<file path="src/ssbs_consts.svh">
`ifndef SSBS_CONSTS_SVH
`define SSBS_CONSTS_SVH

`define SSBS_ADDR_ZERO_SPD      16'h014C
`define SSBS_ADDR_TARGET_SPD    16'h014E
`define SSBS_ADDR_ANA_SPD_FS    16'h0150
`define SSBS_ADDR_ANA_TRQ_FS    16'h0152
`define SSBS_ADDR_BRK_ON_DLY    16'h0154
`define SSBS_ADDR_BRK_OFF_DLY   16'h0156
`define SSBS_ADDR_GEAR_NUM1     16'h0158
`define SSBS_ADDR_STATUS        16'h01FE

`define SSBS_RST_ZERO_SPD       16'h0064
`define SSBS_RST_TARGET_SPD     16'h0BB8
`define SSBS_RST_ANA_SPD_FS     16'h0BB8
`define SSBS_RST_ANA_TRQ_FS     16'h0064
`define SSBS_RST_BRK_ON_DLY     16'h0000
`define SSBS_RST_BRK_OFF_DLY    16'h0000
`define SSBS_RST_GEAR_NUM1      32'h0000_0010

`define SSBS_MAX_ZERO_SPD       16'h07D0
`define SSBS_MAX_TARGET_SPD     16'h1388
`define SSBS_MAX_ANA_SPD_FS     16'h2710
`define SSBS_MAX_ANA_TRQ_FS     16'h03E8
`define SSBS_MAX_BRK_DLY        16'h03E8
`define SSBS_MIN_BRK_OFF_DLY    -16'sh03E8
`define SSBS_MAX_GEAR_NUM1      32'h03FF_FFFF
`define SSBS_MIN_GEAR_NUM1      32'h0000_0001

`define SSBS_STAT_ZERO_BIT      0
`define SSBS_STAT_TARGET_BIT    1
`define SSBS_STAT_BRAKE_BIT     2
`define SSBS_STAT_POWER_BIT     3

`define SSBS_SPD_SCALE          18'h0000A
`define SSBS_ANA_FULL_MV        34'sh0_0000_2710
`define SSBS_CLK_PERIOD_NS      25
`define SSBS_MS_NS              1000000
`define SSBS_EXCL_FAULT         8'h16

`endif

</file>
<file path="src/ssbs_pkg.sv">
package ssbs_pkg;

    typedef enum logic [1:0] {
        SSBS_MODE_POS,
        SSBS_MODE_SPEED,
        SSBS_MODE_TORQUE
    } ssbs_mode_t;

    typedef struct packed {
        logic        wrEn;
        logic        rdEn;
        logic [15:0] addr;
        logic [31:0] data;
    } ssbs_param_req_t;

    typedef struct packed {
        logic        servoOnCmd;
        logic        faultActive;
        logic [7:0]  faultCode;
    } ssbs_stop_t;

endpackage

</file>
<file path="src/ssbs_speed_brake_seq.sv">
`timescale 1ns/100ps
`include "ssbs_consts.svh"
// What this block does
// zero-speed flag when speed at/below threshold
// zero-speed holds until speed exceeds threshold
// target flag when either-direction speed reaches setting
// target flag drops when speed below setting
// analog speed: volts times full scale / 10
// analog torque: volts times full scale / 10
// brake release waits on-delay after servo on
// brake engages after signed off-delay after off
// zero speed during off-wait engages brake early
// off-delay expiry engages brake regardless of speed
// forced stops treat negative off-delay as zero
// hold first gear numerator, 1 to 2^26-1
// compare absolute filtered speed, both directions
module ssbs_speed_brake_seq #(
    parameter int SPD_W           = 18,
    parameter int CYCLES_PER_MS   = `SSBS_MS_NS / `SSBS_CLK_PERIOD_NS,
    parameter logic [7:0] EXCL_FAULT_CODE = `SSBS_EXCL_FAULT
) (
    input  wire logic                     sys_clk,
    input  wire logic                     resetn,
    input  wire ssbs_pkg::ssbs_param_req_t paramReq,
    output      logic [31:0]              paramRdData_r,
    output      logic                     paramRdValid_r,
    output      logic                     paramWrErr_r,
    input  wire logic signed [SPD_W-1:0]  motorSpeed,
    input  wire ssbs_pkg::ssbs_mode_t     ctrlMode,
    input  wire logic signed [15:0]       analogSpeedMv,
    input  wire logic signed [15:0]       analogTorqueMv,
    input  wire ssbs_pkg::ssbs_stop_t     stopIn,
    input  wire logic                     emergencyStopInput,
    output      logic                     zeroSpeedFlag_r,
    output      logic                     targetSpeedReachedFlag_r,
    output      logic                     brakeReleaseOutput_r,
    output      logic                     servoPower_r,
    output      logic signed [15:0]       speedCommand_r,
    output      logic signed [15:0]       speedLimit_r,
    output      logic signed [15:0]       torqueCommand_r,
    output      logic signed [15:0]       torqueLimit_r,
    output      logic [31:0]              gearNumeratorFirst_r
);
    import ssbs_pkg::*;

    typedef enum logic [2:0] {BRK_HELD, BRK_ON_WAIT, BRK_RELEASED, BRK_OFF_WAIT, BRK_PRE_ENGAGE} ssbs_brk_t;

    function automatic logic signed [15:0] scaleAnalog(input logic signed [15:0] mv, input logic [15:0] fs);
        logic signed [33:0] prod;
        prod = 34'(mv) * $signed({18'h00000, fs});
        return 16'(prod / `SSBS_ANA_FULL_MV);
    endfunction

    logic [15:0] zeroSpdThr_r, targetSpd_r, anaSpdFs_r, anaTrqFs_r, brkOnDly_r, brkOffDly_r;
    logic [15:0] zeroSpdThr_nxt, targetSpd_nxt, anaSpdFs_nxt, anaTrqFs_nxt, brkOnDly_nxt, brkOffDly_nxt;
    logic [31:0] gearNumeratorFirst_nxt, paramRdData_nxt;
    logic        paramRdValid_nxt, paramWrErr_nxt;
    logic        emgsMeta_r, emgsSync_r;
    logic [SPD_W-1:0] absSpeed;
    logic        zeroSpeed_nxt, targetReached_nxt;
    logic signed [15:0] speedCommand_nxt, speedLimit_nxt, torqueCommand_nxt, torqueLimit_nxt;
    ssbs_brk_t   brkState_r, brkState_nxt;
    logic [10:0] msLeft_r, msLeft_nxt;
    logic [31:0] preCnt_r, preCnt_nxt;
    logic        brakeRelease_nxt, servoPower_nxt, timerDone, forcedStop, driveOn;
    logic signed [15:0] offDelaySigned, effOffDelay;

    // parameter writes, out-of-range or unmapped writes are refused
    always_comb begin
        zeroSpdThr_nxt         = zeroSpdThr_r;
        targetSpd_nxt          = targetSpd_r;
        anaSpdFs_nxt           = anaSpdFs_r;
        anaTrqFs_nxt           = anaTrqFs_r;
        brkOnDly_nxt           = brkOnDly_r;
        brkOffDly_nxt          = brkOffDly_r;
        gearNumeratorFirst_nxt = gearNumeratorFirst_r;
        paramWrErr_nxt         = 1'b0;
        if (paramReq.wrEn) begin
            paramWrErr_nxt = 1'b1;
            case (paramReq.addr)
                `SSBS_ADDR_ZERO_SPD: begin
                    if (paramReq.data <= 32'(`SSBS_MAX_ZERO_SPD)) begin
                        zeroSpdThr_nxt = paramReq.data[15:0];
                        paramWrErr_nxt = 1'b0;
                    end
                end
                `SSBS_ADDR_TARGET_SPD: begin
                    if (paramReq.data <= 32'(`SSBS_MAX_TARGET_SPD)) begin
                        targetSpd_nxt  = paramReq.data[15:0];
                        paramWrErr_nxt = 1'b0;
                    end
                end
                `SSBS_ADDR_ANA_SPD_FS: begin
                    if (paramReq.data <= 32'(`SSBS_MAX_ANA_SPD_FS)) begin
                        anaSpdFs_nxt   = paramReq.data[15:0];
                        paramWrErr_nxt = 1'b0;
                    end
                end
                `SSBS_ADDR_ANA_TRQ_FS: begin
                    if (paramReq.data <= 32'(`SSBS_MAX_ANA_TRQ_FS)) begin
                        anaTrqFs_nxt   = paramReq.data[15:0];
                        paramWrErr_nxt = 1'b0;
                    end
                end
                `SSBS_ADDR_BRK_ON_DLY: begin
                    if (paramReq.data <= 32'(`SSBS_MAX_BRK_DLY)) begin
                        brkOnDly_nxt   = paramReq.data[15:0];
                        paramWrErr_nxt = 1'b0;
                    end
                end
                `SSBS_ADDR_BRK_OFF_DLY: begin
                    if ($signed(paramReq.data[15:0]) >= `SSBS_MIN_BRK_OFF_DLY &&
                        $signed(paramReq.data[15:0]) <= $signed(`SSBS_MAX_BRK_DLY)) begin
                        brkOffDly_nxt  = paramReq.data[15:0];
                        paramWrErr_nxt = 1'b0;
                    end
                end
                `SSBS_ADDR_GEAR_NUM1: begin
                    if (paramReq.data >= `SSBS_MIN_GEAR_NUM1 && paramReq.data <= `SSBS_MAX_GEAR_NUM1) begin
                        gearNumeratorFirst_nxt = paramReq.data;
                        paramWrErr_nxt         = 1'b0;
                    end
                end
                default: paramWrErr_nxt = 1'b1;
            endcase
        end
    end

    always_comb begin
        paramRdValid_nxt = paramReq.rdEn;
        paramRdData_nxt  = 32'h0000_0000;
        if (paramReq.rdEn) begin
            case (paramReq.addr)
                `SSBS_ADDR_ZERO_SPD:    paramRdData_nxt = {16'h0000, zeroSpdThr_r};
                `SSBS_ADDR_TARGET_SPD:  paramRdData_nxt = {16'h0000, targetSpd_r};
                `SSBS_ADDR_ANA_SPD_FS:  paramRdData_nxt = {16'h0000, anaSpdFs_r};
                `SSBS_ADDR_ANA_TRQ_FS:  paramRdData_nxt = {16'h0000, anaTrqFs_r};
                `SSBS_ADDR_BRK_ON_DLY:  paramRdData_nxt = {16'h0000, brkOnDly_r};
                `SSBS_ADDR_BRK_OFF_DLY: paramRdData_nxt = {16'h0000, brkOffDly_r};
                `SSBS_ADDR_GEAR_NUM1:   paramRdData_nxt = gearNumeratorFirst_r;
                `SSBS_ADDR_STATUS: begin
                    paramRdData_nxt[`SSBS_STAT_ZERO_BIT]   = zeroSpeedFlag_r;
                    paramRdData_nxt[`SSBS_STAT_TARGET_BIT] = targetSpeedReachedFlag_r;
                    paramRdData_nxt[`SSBS_STAT_BRAKE_BIT]  = brakeReleaseOutput_r;
                    paramRdData_nxt[`SSBS_STAT_POWER_BIT]  = servoPower_r;
                end
                default: paramRdData_nxt = 32'h0000_0000;
            endcase
        end
    end

    // speed flags and analog scaling
    always_comb begin
        absSpeed          = motorSpeed[SPD_W-1] ? SPD_W'(-motorSpeed) : SPD_W'(motorSpeed);
        zeroSpeed_nxt     = absSpeed <= SPD_W'(zeroSpdThr_r);
        targetReached_nxt = absSpeed >= SPD_W'(SPD_W'(targetSpd_r) * `SSBS_SPD_SCALE);
        speedCommand_nxt  = 16'sh0000;
        speedLimit_nxt    = 16'sh0000;
        torqueCommand_nxt = 16'sh0000;
        torqueLimit_nxt   = scaleAnalog(analogTorqueMv, anaTrqFs_r);
        case (ctrlMode)
            SSBS_MODE_SPEED:  speedCommand_nxt = scaleAnalog(analogSpeedMv, anaSpdFs_r);
            SSBS_MODE_TORQUE: begin
                speedLimit_nxt    = scaleAnalog(analogSpeedMv, anaSpdFs_r);
                torqueCommand_nxt = torqueLimit_nxt;
                torqueLimit_nxt   = 16'sh0000;
            end
            default: speedCommand_nxt = 16'sh0000;
        endcase
    end

    // brake sequencing
    always_comb begin
        forcedStop     = emgsSync_r || (stopIn.faultActive && stopIn.faultCode != EXCL_FAULT_CODE);
        driveOn        = stopIn.servoOnCmd && !stopIn.faultActive && !emgsSync_r;
        timerDone      = msLeft_r == 11'h000;
        offDelaySigned = $signed(brkOffDly_r);
        effOffDelay    = (forcedStop && offDelaySigned < 16'sh0000) ? 16'sh0000 : offDelaySigned;
        brkState_nxt   = brkState_r;
        msLeft_nxt     = msLeft_r;
        preCnt_nxt     = preCnt_r;
        if (!timerDone) begin
            preCnt_nxt = preCnt_r + 32'h0000_0001;
            if (preCnt_r == 32'(CYCLES_PER_MS - 1)) begin
                preCnt_nxt = 32'h0000_0000;
                msLeft_nxt = msLeft_r - 11'h001;
            end
        end
        case (brkState_r)
            BRK_HELD: begin
                if (driveOn) begin
                    brkState_nxt = (brkOnDly_r == 16'h0000) ? BRK_RELEASED : BRK_ON_WAIT;
                    msLeft_nxt   = brkOnDly_r[10:0];
                    preCnt_nxt   = 32'h0000_0000;
                end
            end
            BRK_ON_WAIT: begin
                if (!driveOn)
                    brkState_nxt = BRK_HELD;
                else if (timerDone)
                    brkState_nxt = BRK_RELEASED;
            end
            BRK_RELEASED: begin
                if (!driveOn) begin
                    preCnt_nxt = 32'h0000_0000;
                    if (effOffDelay > 16'sh0000) begin
                        brkState_nxt = BRK_OFF_WAIT;
                        msLeft_nxt   = effOffDelay[10:0];
                    end else if (effOffDelay < 16'sh0000) begin
                        brkState_nxt = BRK_PRE_ENGAGE;
                        msLeft_nxt   = 11'(-effOffDelay);
                    end else begin
                        brkState_nxt = BRK_HELD;
                    end
                end
            end
            BRK_OFF_WAIT: begin
                if (zeroSpeedFlag_r || timerDone)
                    brkState_nxt = BRK_HELD;
            end
            BRK_PRE_ENGAGE: begin
                if (forcedStop || timerDone)
                    brkState_nxt = BRK_HELD;
            end
            default: brkState_nxt = BRK_HELD;
        endcase
        brakeRelease_nxt = brkState_nxt == BRK_RELEASED || brkState_nxt == BRK_OFF_WAIT;
        servoPower_nxt   = brkState_nxt == BRK_ON_WAIT || brkState_nxt == BRK_RELEASED ||
                           brkState_nxt == BRK_PRE_ENGAGE;
    end

    always_ff @(posedge sys_clk or negedge resetn) begin
        if (!resetn) begin
            zeroSpdThr_r             <= `SSBS_RST_ZERO_SPD;
            targetSpd_r              <= `SSBS_RST_TARGET_SPD;
            anaSpdFs_r               <= `SSBS_RST_ANA_SPD_FS;
            anaTrqFs_r               <= `SSBS_RST_ANA_TRQ_FS;
            brkOnDly_r               <= `SSBS_RST_BRK_ON_DLY;
            brkOffDly_r              <= `SSBS_RST_BRK_OFF_DLY;
            gearNumeratorFirst_r     <= `SSBS_RST_GEAR_NUM1;
            paramWrErr_r             <= 1'b0;
            paramRdValid_r           <= 1'b0;
            paramRdData_r            <= 32'h0000_0000;
            emgsMeta_r               <= 1'b0;
            emgsSync_r               <= 1'b0;
            zeroSpeedFlag_r          <= 1'b0;
            targetSpeedReachedFlag_r <= 1'b0;
            speedCommand_r           <= 16'sh0000;
            speedLimit_r             <= 16'sh0000;
            torqueCommand_r          <= 16'sh0000;
            torqueLimit_r            <= 16'sh0000;
            brkState_r               <= BRK_HELD;
            msLeft_r                 <= 11'h000;
            preCnt_r                 <= 32'h0000_0000;
            brakeReleaseOutput_r     <= 1'b0;
            servoPower_r             <= 1'b0;
        end else begin
            zeroSpdThr_r             <= zeroSpdThr_nxt;
            targetSpd_r              <= targetSpd_nxt;
            anaSpdFs_r               <= anaSpdFs_nxt;
            anaTrqFs_r               <= anaTrqFs_nxt;
            brkOnDly_r               <= brkOnDly_nxt;
            brkOffDly_r              <= brkOffDly_nxt;
            gearNumeratorFirst_r     <= gearNumeratorFirst_nxt;
            paramWrErr_r             <= paramWrErr_nxt;
            paramRdValid_r           <= paramRdValid_nxt;
            paramRdData_r            <= paramRdData_nxt;
            emgsMeta_r               <= emergencyStopInput;
            emgsSync_r               <= emgsMeta_r;
            zeroSpeedFlag_r          <= zeroSpeed_nxt;
            targetSpeedReachedFlag_r <= targetReached_nxt;
            speedCommand_r           <= speedCommand_nxt;
            speedLimit_r             <= speedLimit_nxt;
            torqueCommand_r          <= torqueCommand_nxt;
            torqueLimit_r            <= torqueLimit_nxt;
            brkState_r               <= brkState_nxt;
            msLeft_r                 <= msLeft_nxt;
            preCnt_r                 <= preCnt_nxt;
            brakeReleaseOutput_r     <= brakeRelease_nxt;
            servoPower_r             <= servoPower_nxt;
        end
    end
endmodule

</file>
<file path="config.mk">
export PLATFORM = sky130hd
export DESIGN_NAME = ssbs_speed_brake_seq
export DESIGN_NICKNAME = d
export VERILOG_FILES = /design/src/ssbs_pkg.sv /design/src/ssbs_speed_brake_seq.sv
export VERILOG_INCLUDE_DIRS = /design/src /design/src/src
export SDC_FILE = /design/constraint.sdc
export NUM_CORES = 2
export LEC_CHECK = 0
export BUFFER_PORTS_ARGS = -buffer_cell sky130_fd_sc_hd__buf_2
export CAP_MARGIN = 40
export CORE_ASPECT_RATIO = 1.1
export CORE_UTILIZATION = 40
export DETAILED_ROUTE_END_ITERATION = 8
export GPL_TIMING_DRIVEN = 0
export PLACE_DENSITY_LB_ADDON = 0.25
export SYNTH_ARGS = -nofsm -noshare
export SYNTH_HDL_FRONTEND = slang
export SYNTH_SLANG_ARGS = --single-unit
export TNS_END_PERCENT = 10
</file>
<file path="constraint.sdc">
create_clock -name sys_clk -period 34 [get_ports sys_clk]
set_input_delay 5.1 -clock sys_clk [delete_from_list [all_inputs] [get_ports sys_clk]]
set_output_delay 5.1 -clock sys_clk [all_outputs]
set_load 0.01 [all_outputs]
</file>
After elaboration in Yosys (flattened, before gate mapping)
Index checks and enable logic that the tools add are counted.
{"block": "totals", "regBits": 278, "out_inout_bits": 134, "word_cells": 129}
{"block": "op_classes", "addsub": 4, "multipliers": 3, "div": 2, "n_lt_le_gt_ge": 13, "eq_ne": 20, "mux": 39, "n_reduce_logical": 25}
{"op": "case mux 28 bit (7 select lines)", "count": 1}
{"op": "2-to-1 mux 32 bit", "count": 5}
{"op": "equality test 16 x 9 -> 1 bit (second input constant)", "count": 8}
{"op": "2-to-1 mux 16 bit", "count": 5}
{"op": "divider 34 x 15 -> 34 bit (second input constant)", "count": 2}
{"op": "multiplier 16 x 17 -> 33 bit", "count": 2}
{"op": "2-to-1 mux 11 bit", "count": 6}
{"op": "case mux 32 bit (2 select lines)", "count": 1}
{"op": "adder 32 x 1 -> 32 bit (second input constant)", "count": 1}
{"op": "equality test 32 x 16 -> 1 bit (second input constant)", "count": 1}
{"op": ">= comparator 32 x 1 -> 1 bit (second input constant)", "count": 1}
{"op": "less-or-equal comparator 32 x 10 -> 1 bit (second input constant)", "count": 1}
{"op": "less-or-equal comparator 32 x 11 -> 1 bit (second input constant)", "count": 1}
{"op": "less-or-equal comparator 32 x 13 -> 1 bit (second input constant)", "count": 1}
{"op": "less-or-equal comparator 32 x 14 -> 1 bit (second input constant)", "count": 1}
{"op": "less-or-equal comparator 32 x 26 -> 1 bit (second input constant)", "count": 1}
{"op": "less-than comparator 16 x 1 -> 1 bit (second input constant)", "count": 2}
{"op": "case mux 4 bit (8 select lines)", "count": 1}
{"op": "2-to-1 mux 3 bit", "count": 8}
{"op": "case mux 11 bit (2 select lines)", "count": 1}
{"op": "AND reduction 3 bit", "count": 7}
{"op": ">= comparator 18 bit", "count": 1}
{"op": "less-or-equal comparator 18 x 16 -> 1 bit", "count": 1}
{"op": "2-to-1 mux 18 bit", "count": 1}
{"op": "other kinds (24)", "count": 46}

Longest topological paths before layout
{"block": "logic_depth", "ltp_word": 13, "ltp_mapped": 106, "ltp_nobuf": 87}

Worst setup path before layout
OpenSTA, ideal clock, no wires.
{"block": "synth_path", "kind": "input-to-reg", "start": "input port analogSpeedMv[9]", "end": "register speedLimit_r[12]", "arrival_time_ns": 27.889, "required_ns": 33.869, "path_slack_ns": 5.980, "cell_stages": 97, "n_path_buf": 10, "cell_sequence": "clkbuf_1 > nand2_1 > fa_1 > inv_1 > fa_1 > inv_1 > fa_1 > inv_1 > fa_1 > fa_1 > inv_1 > fa_1 > inv_1 > ha_1 > buf_2 > nand2_1 > o21ai_1 > nor2_1 > [61 not listed] > xor2_1 > a311oi_1 > a311o_1 > a221oi_2 > o21ai_1 > a21o_1 > a21oi_2 > nor3_1 > o2bb2a_2 > o21ai_4 > a21oi_1 > a2111oi_2 > ha_1 > nand2_1 > nor2_1 > a21oi_1 > xnor2_1 > nor2_1"}
{"block": "synth_via", "elab_chain_cells": 3}
{"element": "from (decl)", "line_no": "ssbs_speed_brake_seq.sv:30", "source": "input wire logic signed [15:0] analogSpeedMv,"}
{"element": "multiplier 16 x 17 -> 33 bit", "line_no": "ssbs_speed_brake_seq.sv:50", "source": "prod = 34'(mv) * $signed({18'h00000, fs});"}
{"element": "divider 34 x 15 -> 34 bit (no source line)"}
{"element": "2-to-1 mux 16 bit", "line_no": "ssbs_speed_brake_seq.sv:161", "source": "case (ctrlMode)"}
{"element": "net speedLimit_nxt[12]", "line_no": "ssbs_speed_brake_seq.sv:61", "source": "logic signed [15:0] speedCommand_nxt, speedLimit_nxt, torqueCommand_nxt, torqueLimit_nxt;"}
{"element": "to (signal assigned)", "line_no": "ssbs_speed_brake_seq.sv:273", "source": "speedLimit_r <= speedLimit_nxt;"}
{"element": "to (decl)", "line_no": "ssbs_speed_brake_seq.sv:39", "source": "output logic signed [15:0] speedLimit_r,"}
The timed path passes the listed nets, and every way through them passes these cells.
A chain may end at the register's enable or synchronous reset.

Worst setup path in the final report
{"block": "layout_path", "start": "input port analogSpeedMv[2]", "end": "register speedLimit_r[10]"}
The elaborated chain is that of the path after synthesis.

==> impl_metrics.py <==
metrics = {
    "run_status": {
        "status": "completed",
    },
    "setup_path": {
        "crit_path_start_kind": "primary input",
        "slowest_stage": "o32ai_1",
        "required_ps": 34450,
        "crit_path_start": "analogSpeedMv[2]",
        "end_kind": "flip-flop",
        "crit_arrival_ps": 32660,
        "worstSetupPathType": "in -> reg",
        "path_max_fanout": 10,
        "timing.rr.start": "anaSpdFs_r[2]$_DFFE_PN0P_",
        "critPathMaxStageDelay_ps": 670,
        "cpMostUsedCell": "fa_1",
        "critPathTopFamily": "compound AO/OA/AOI/OAI gates",
        "worst-path-buf-inv": 12,
    },
    "logic_synthesis": {
        "synth_area_leaders": "fa_1, dfrtp_1, ha_1",
        "synth.most_common_cell": "nand2_1",
        "ys_seq_area_share_pct": 13.8,
        "yosysWarnings": 0,
        "synth_area_um2": 50600,
        "yosysUniqueCellTypes": 158,
        "yosysTopAreaCellShare_pct": 15.4,
        "yosys-top-cells-count": "nand2_1, inv_1, nor2_1, fa_1, and2_1",
        "syn_nets": 7020,
        "synth_area_leader_cell": "fa_1",
        "synth-async-reset-ratio_pct": 100,
        "syn_area_per_cell_um2": 8.15,
        "synth-seq-cells": 278,
        "synth_edf_count": 0,
        "synthCells": 6204,
        "synthFlopType": "dfrtp_1",
    },
    "layout": {
        "final_core_util_pct": 44.3,
        "final_net_count": 7316,
        "area_growth_syn_to_layout_pct": 9.61,
        "regArea_um2": 6980,
        "drive_gt1_share_pct": 11.8,
        "final.fill_count": 12800,
        "fin_area_um2": 55500,
        "multi_input_area_um2": 40500,
    },
    "timing": {
        "holdWs_ps": 358,
        "setup_viol": 0,
        "tightest_slew_ps": 948,
        "rsz0062_at_grt": "no",
        "hold_violations": 0,
        "period_needed_ps": 32210,
        "finalClockSkew_ps": 30.1,
        "setup_ws_ps": 1790,
        "fin_crit_sh_pct": 94.7,
        "slew_violations": 0,
        "max_freq_mhz": 31.0,
        "slew_headroom_pct": 36.2,
    },
    "drt": {
        "ant_nets": 0,
        "routed_wirelength_mm": 161,
        "drt_iter0_drc": 3391,
        "drc": 0,
        "firstDrtPassIters": 5,
        "vias_per_cell": 5.83,
        "drt-wirelength-per-cell_um": 19.7,
        "vias": 47700,
    },
    "placement": {
        "io_buffers": 240,
        "place_area_um2": 54100,
        "hpwl_mm": 130,
        "dp_slack_ps": -82.0,
        "place_congestion": 0.964,
    },
    "clocking": {
        "cts.htree.levels": 2,
        "cts_tree": "yes",
        "cts_buffers": 36,
        "clock-root-buffer": "clkbuf_16",
        "clock_sinks": 278,
        "clk_latency_ps": 600,
        "ctsHoldBuffers": 0,
        "cts.clk_slew.worst_paths_ps": 60,
        "clockBufferDepth": 3,
    },
    "die": {
        "rows": 136,
        "die_x_um": 341,
        "dieHeight_um": 375,
        "core_um2": 125000,
        "initial_core_util_pct": 40.4,
        "io_pins": 249,
        "dieArea_um2": 128000,
    },
    "flow_run": {
        "max-cap-violations": 0,
    },
    "hold_path": {
        "min_from": "emgsMeta_r$_DFF_PN0_",
        "hold_class": "reg -> reg",
    },
    "grt": {
        "grt_pass1_vias": 47000,
        "grt_pass1_wl_mm": 257,
        "overflow": 0,
        "antenna_found_initial": 12,
        "grt_max_degree": 112,
        "grt_util_all_layers_pct": 24.8,
    },
}
==> registers in the layout, summed over array words and instances, names as in the netlist, 3 cells and up <==
| signal | flops |
|---|---|
| targetSpd_r | 16 |
| brkOffDly_r | 16 |
| brkState_r | 3 |
| torqueLimit_r | 16 |
| speedCommand_r | 16 |
| preCnt_r | 32 |
| gearNumeratorFirst_r | 32 |
| zeroSpdThr_r | 16 |
| anaTrqFs_r | 16 |
| anaSpdFs_r | 16 |
| paramRdData_r | 32 |
| torqueCommand_r | 16 |
| speedLimit_r | 16 |
| brkOnDly_r | 16 |
| msLeft_r | 11 |
==> layout by cell type, fill, tap and decap left out, drive strengths merged, types with 74 or more instances in the layout <==
| cell | count |
|---|---|
| and2 | 329 |
| o21ai | 262 |
| dfrtp | 257 |
| nor3 | 158 |
| clkbuf | 220 |
| nand4 | 74 |
| nor2 | 481 |
| xor2 | 124 |
| inv | 602 |
| nand2 | 626 |
| a21oi | 273 |
| mux2 | 133 |
| nand2b | 83 |
| a31oi | 80 |
| nand3 | 165 |
| buf | 333 |
| ha | 312 |
| xnor2 | 251 |
| a21o | 84 |
| fa | 389 |
==> through the flow <==
step / std cells / TNS (ps)
floorplan: 6204 / 0
global placement: 8100 / -6060
detailed placement: 8117 / -212
CTS: 8182 / 0
global route: 8184 / 0
finish: 8184 / 0
==> per-layer routing <==
metal	wire length (um)	part of all wire [%]	global-route usage, %	vias to the layer above
met1	69400	43	32.1	23500
li1	-	-	-	22500
met5	41	0.025	0	-
met3	8680	5.4	2.36	285
met4	6210	3.8	9.17	6
met2	76900	48	42.5	1465
==> worst paths after layout <==
kind | to | slack [ps] | cells past startpoint
setup / recovery | speedLimit_r[10]$_DFF_PN0_ | 1790 | 94
hold / removal | emgsSync_r$_DFF_PN0_ | 360 | 0
setup reg to reg | speedLimit_r[10]$_DFF_PN0_ | 5550 | 93
hold reg to reg | emgsSync_r$_DFF_PN0_ | 360 | 0
max in group asynchronous | torqueCommand_r[11]$_DFF_PN0_ | 28400 | 2
min in group asynchronous | gearNumeratorFirst_r[17]$_DFFE_PN0P_ | 4530 | 1
==> layout make-up <==
cell class | instances | area share (%)
inverters | 598 | 4.05
diodes | 1 | 0.00451
clock inverters | 16 | 0.318
multi-input cells | 5082 | 73.0
flip-flops and latches | 278 | 12.6
plain buffers | 245 | 1.90
clock buffers | 49 | 1.81
well taps | 1656 | 3.74
repair buffers | 259 | 2.55
==> logic make-up (layout without fill, tap and decap cells) <==
family          after synthesis  count (layout)  share of synthesized area, %
compound gates             1442            1442                          21.4
xor+xnor                    377             377                          6.83
fa+ha+maj                   714             714                          23.4
buf+inv                     844            1167                          6.50
flops                       278             278                          13.8
mux                         207             207                          4.47
other cells                   0               1                             0
simple gates               2342            2342                          23.6
==> timing repair <==
item | in CTS | in global routing
endpoints found under the setup margin | 0 | 38
setup buffers | 0 | 2
resized for setup | 0 | 47
Power is not shown: default switching activity piles up to over one toggle a cycle in this logic, so the estimate is an artifact.
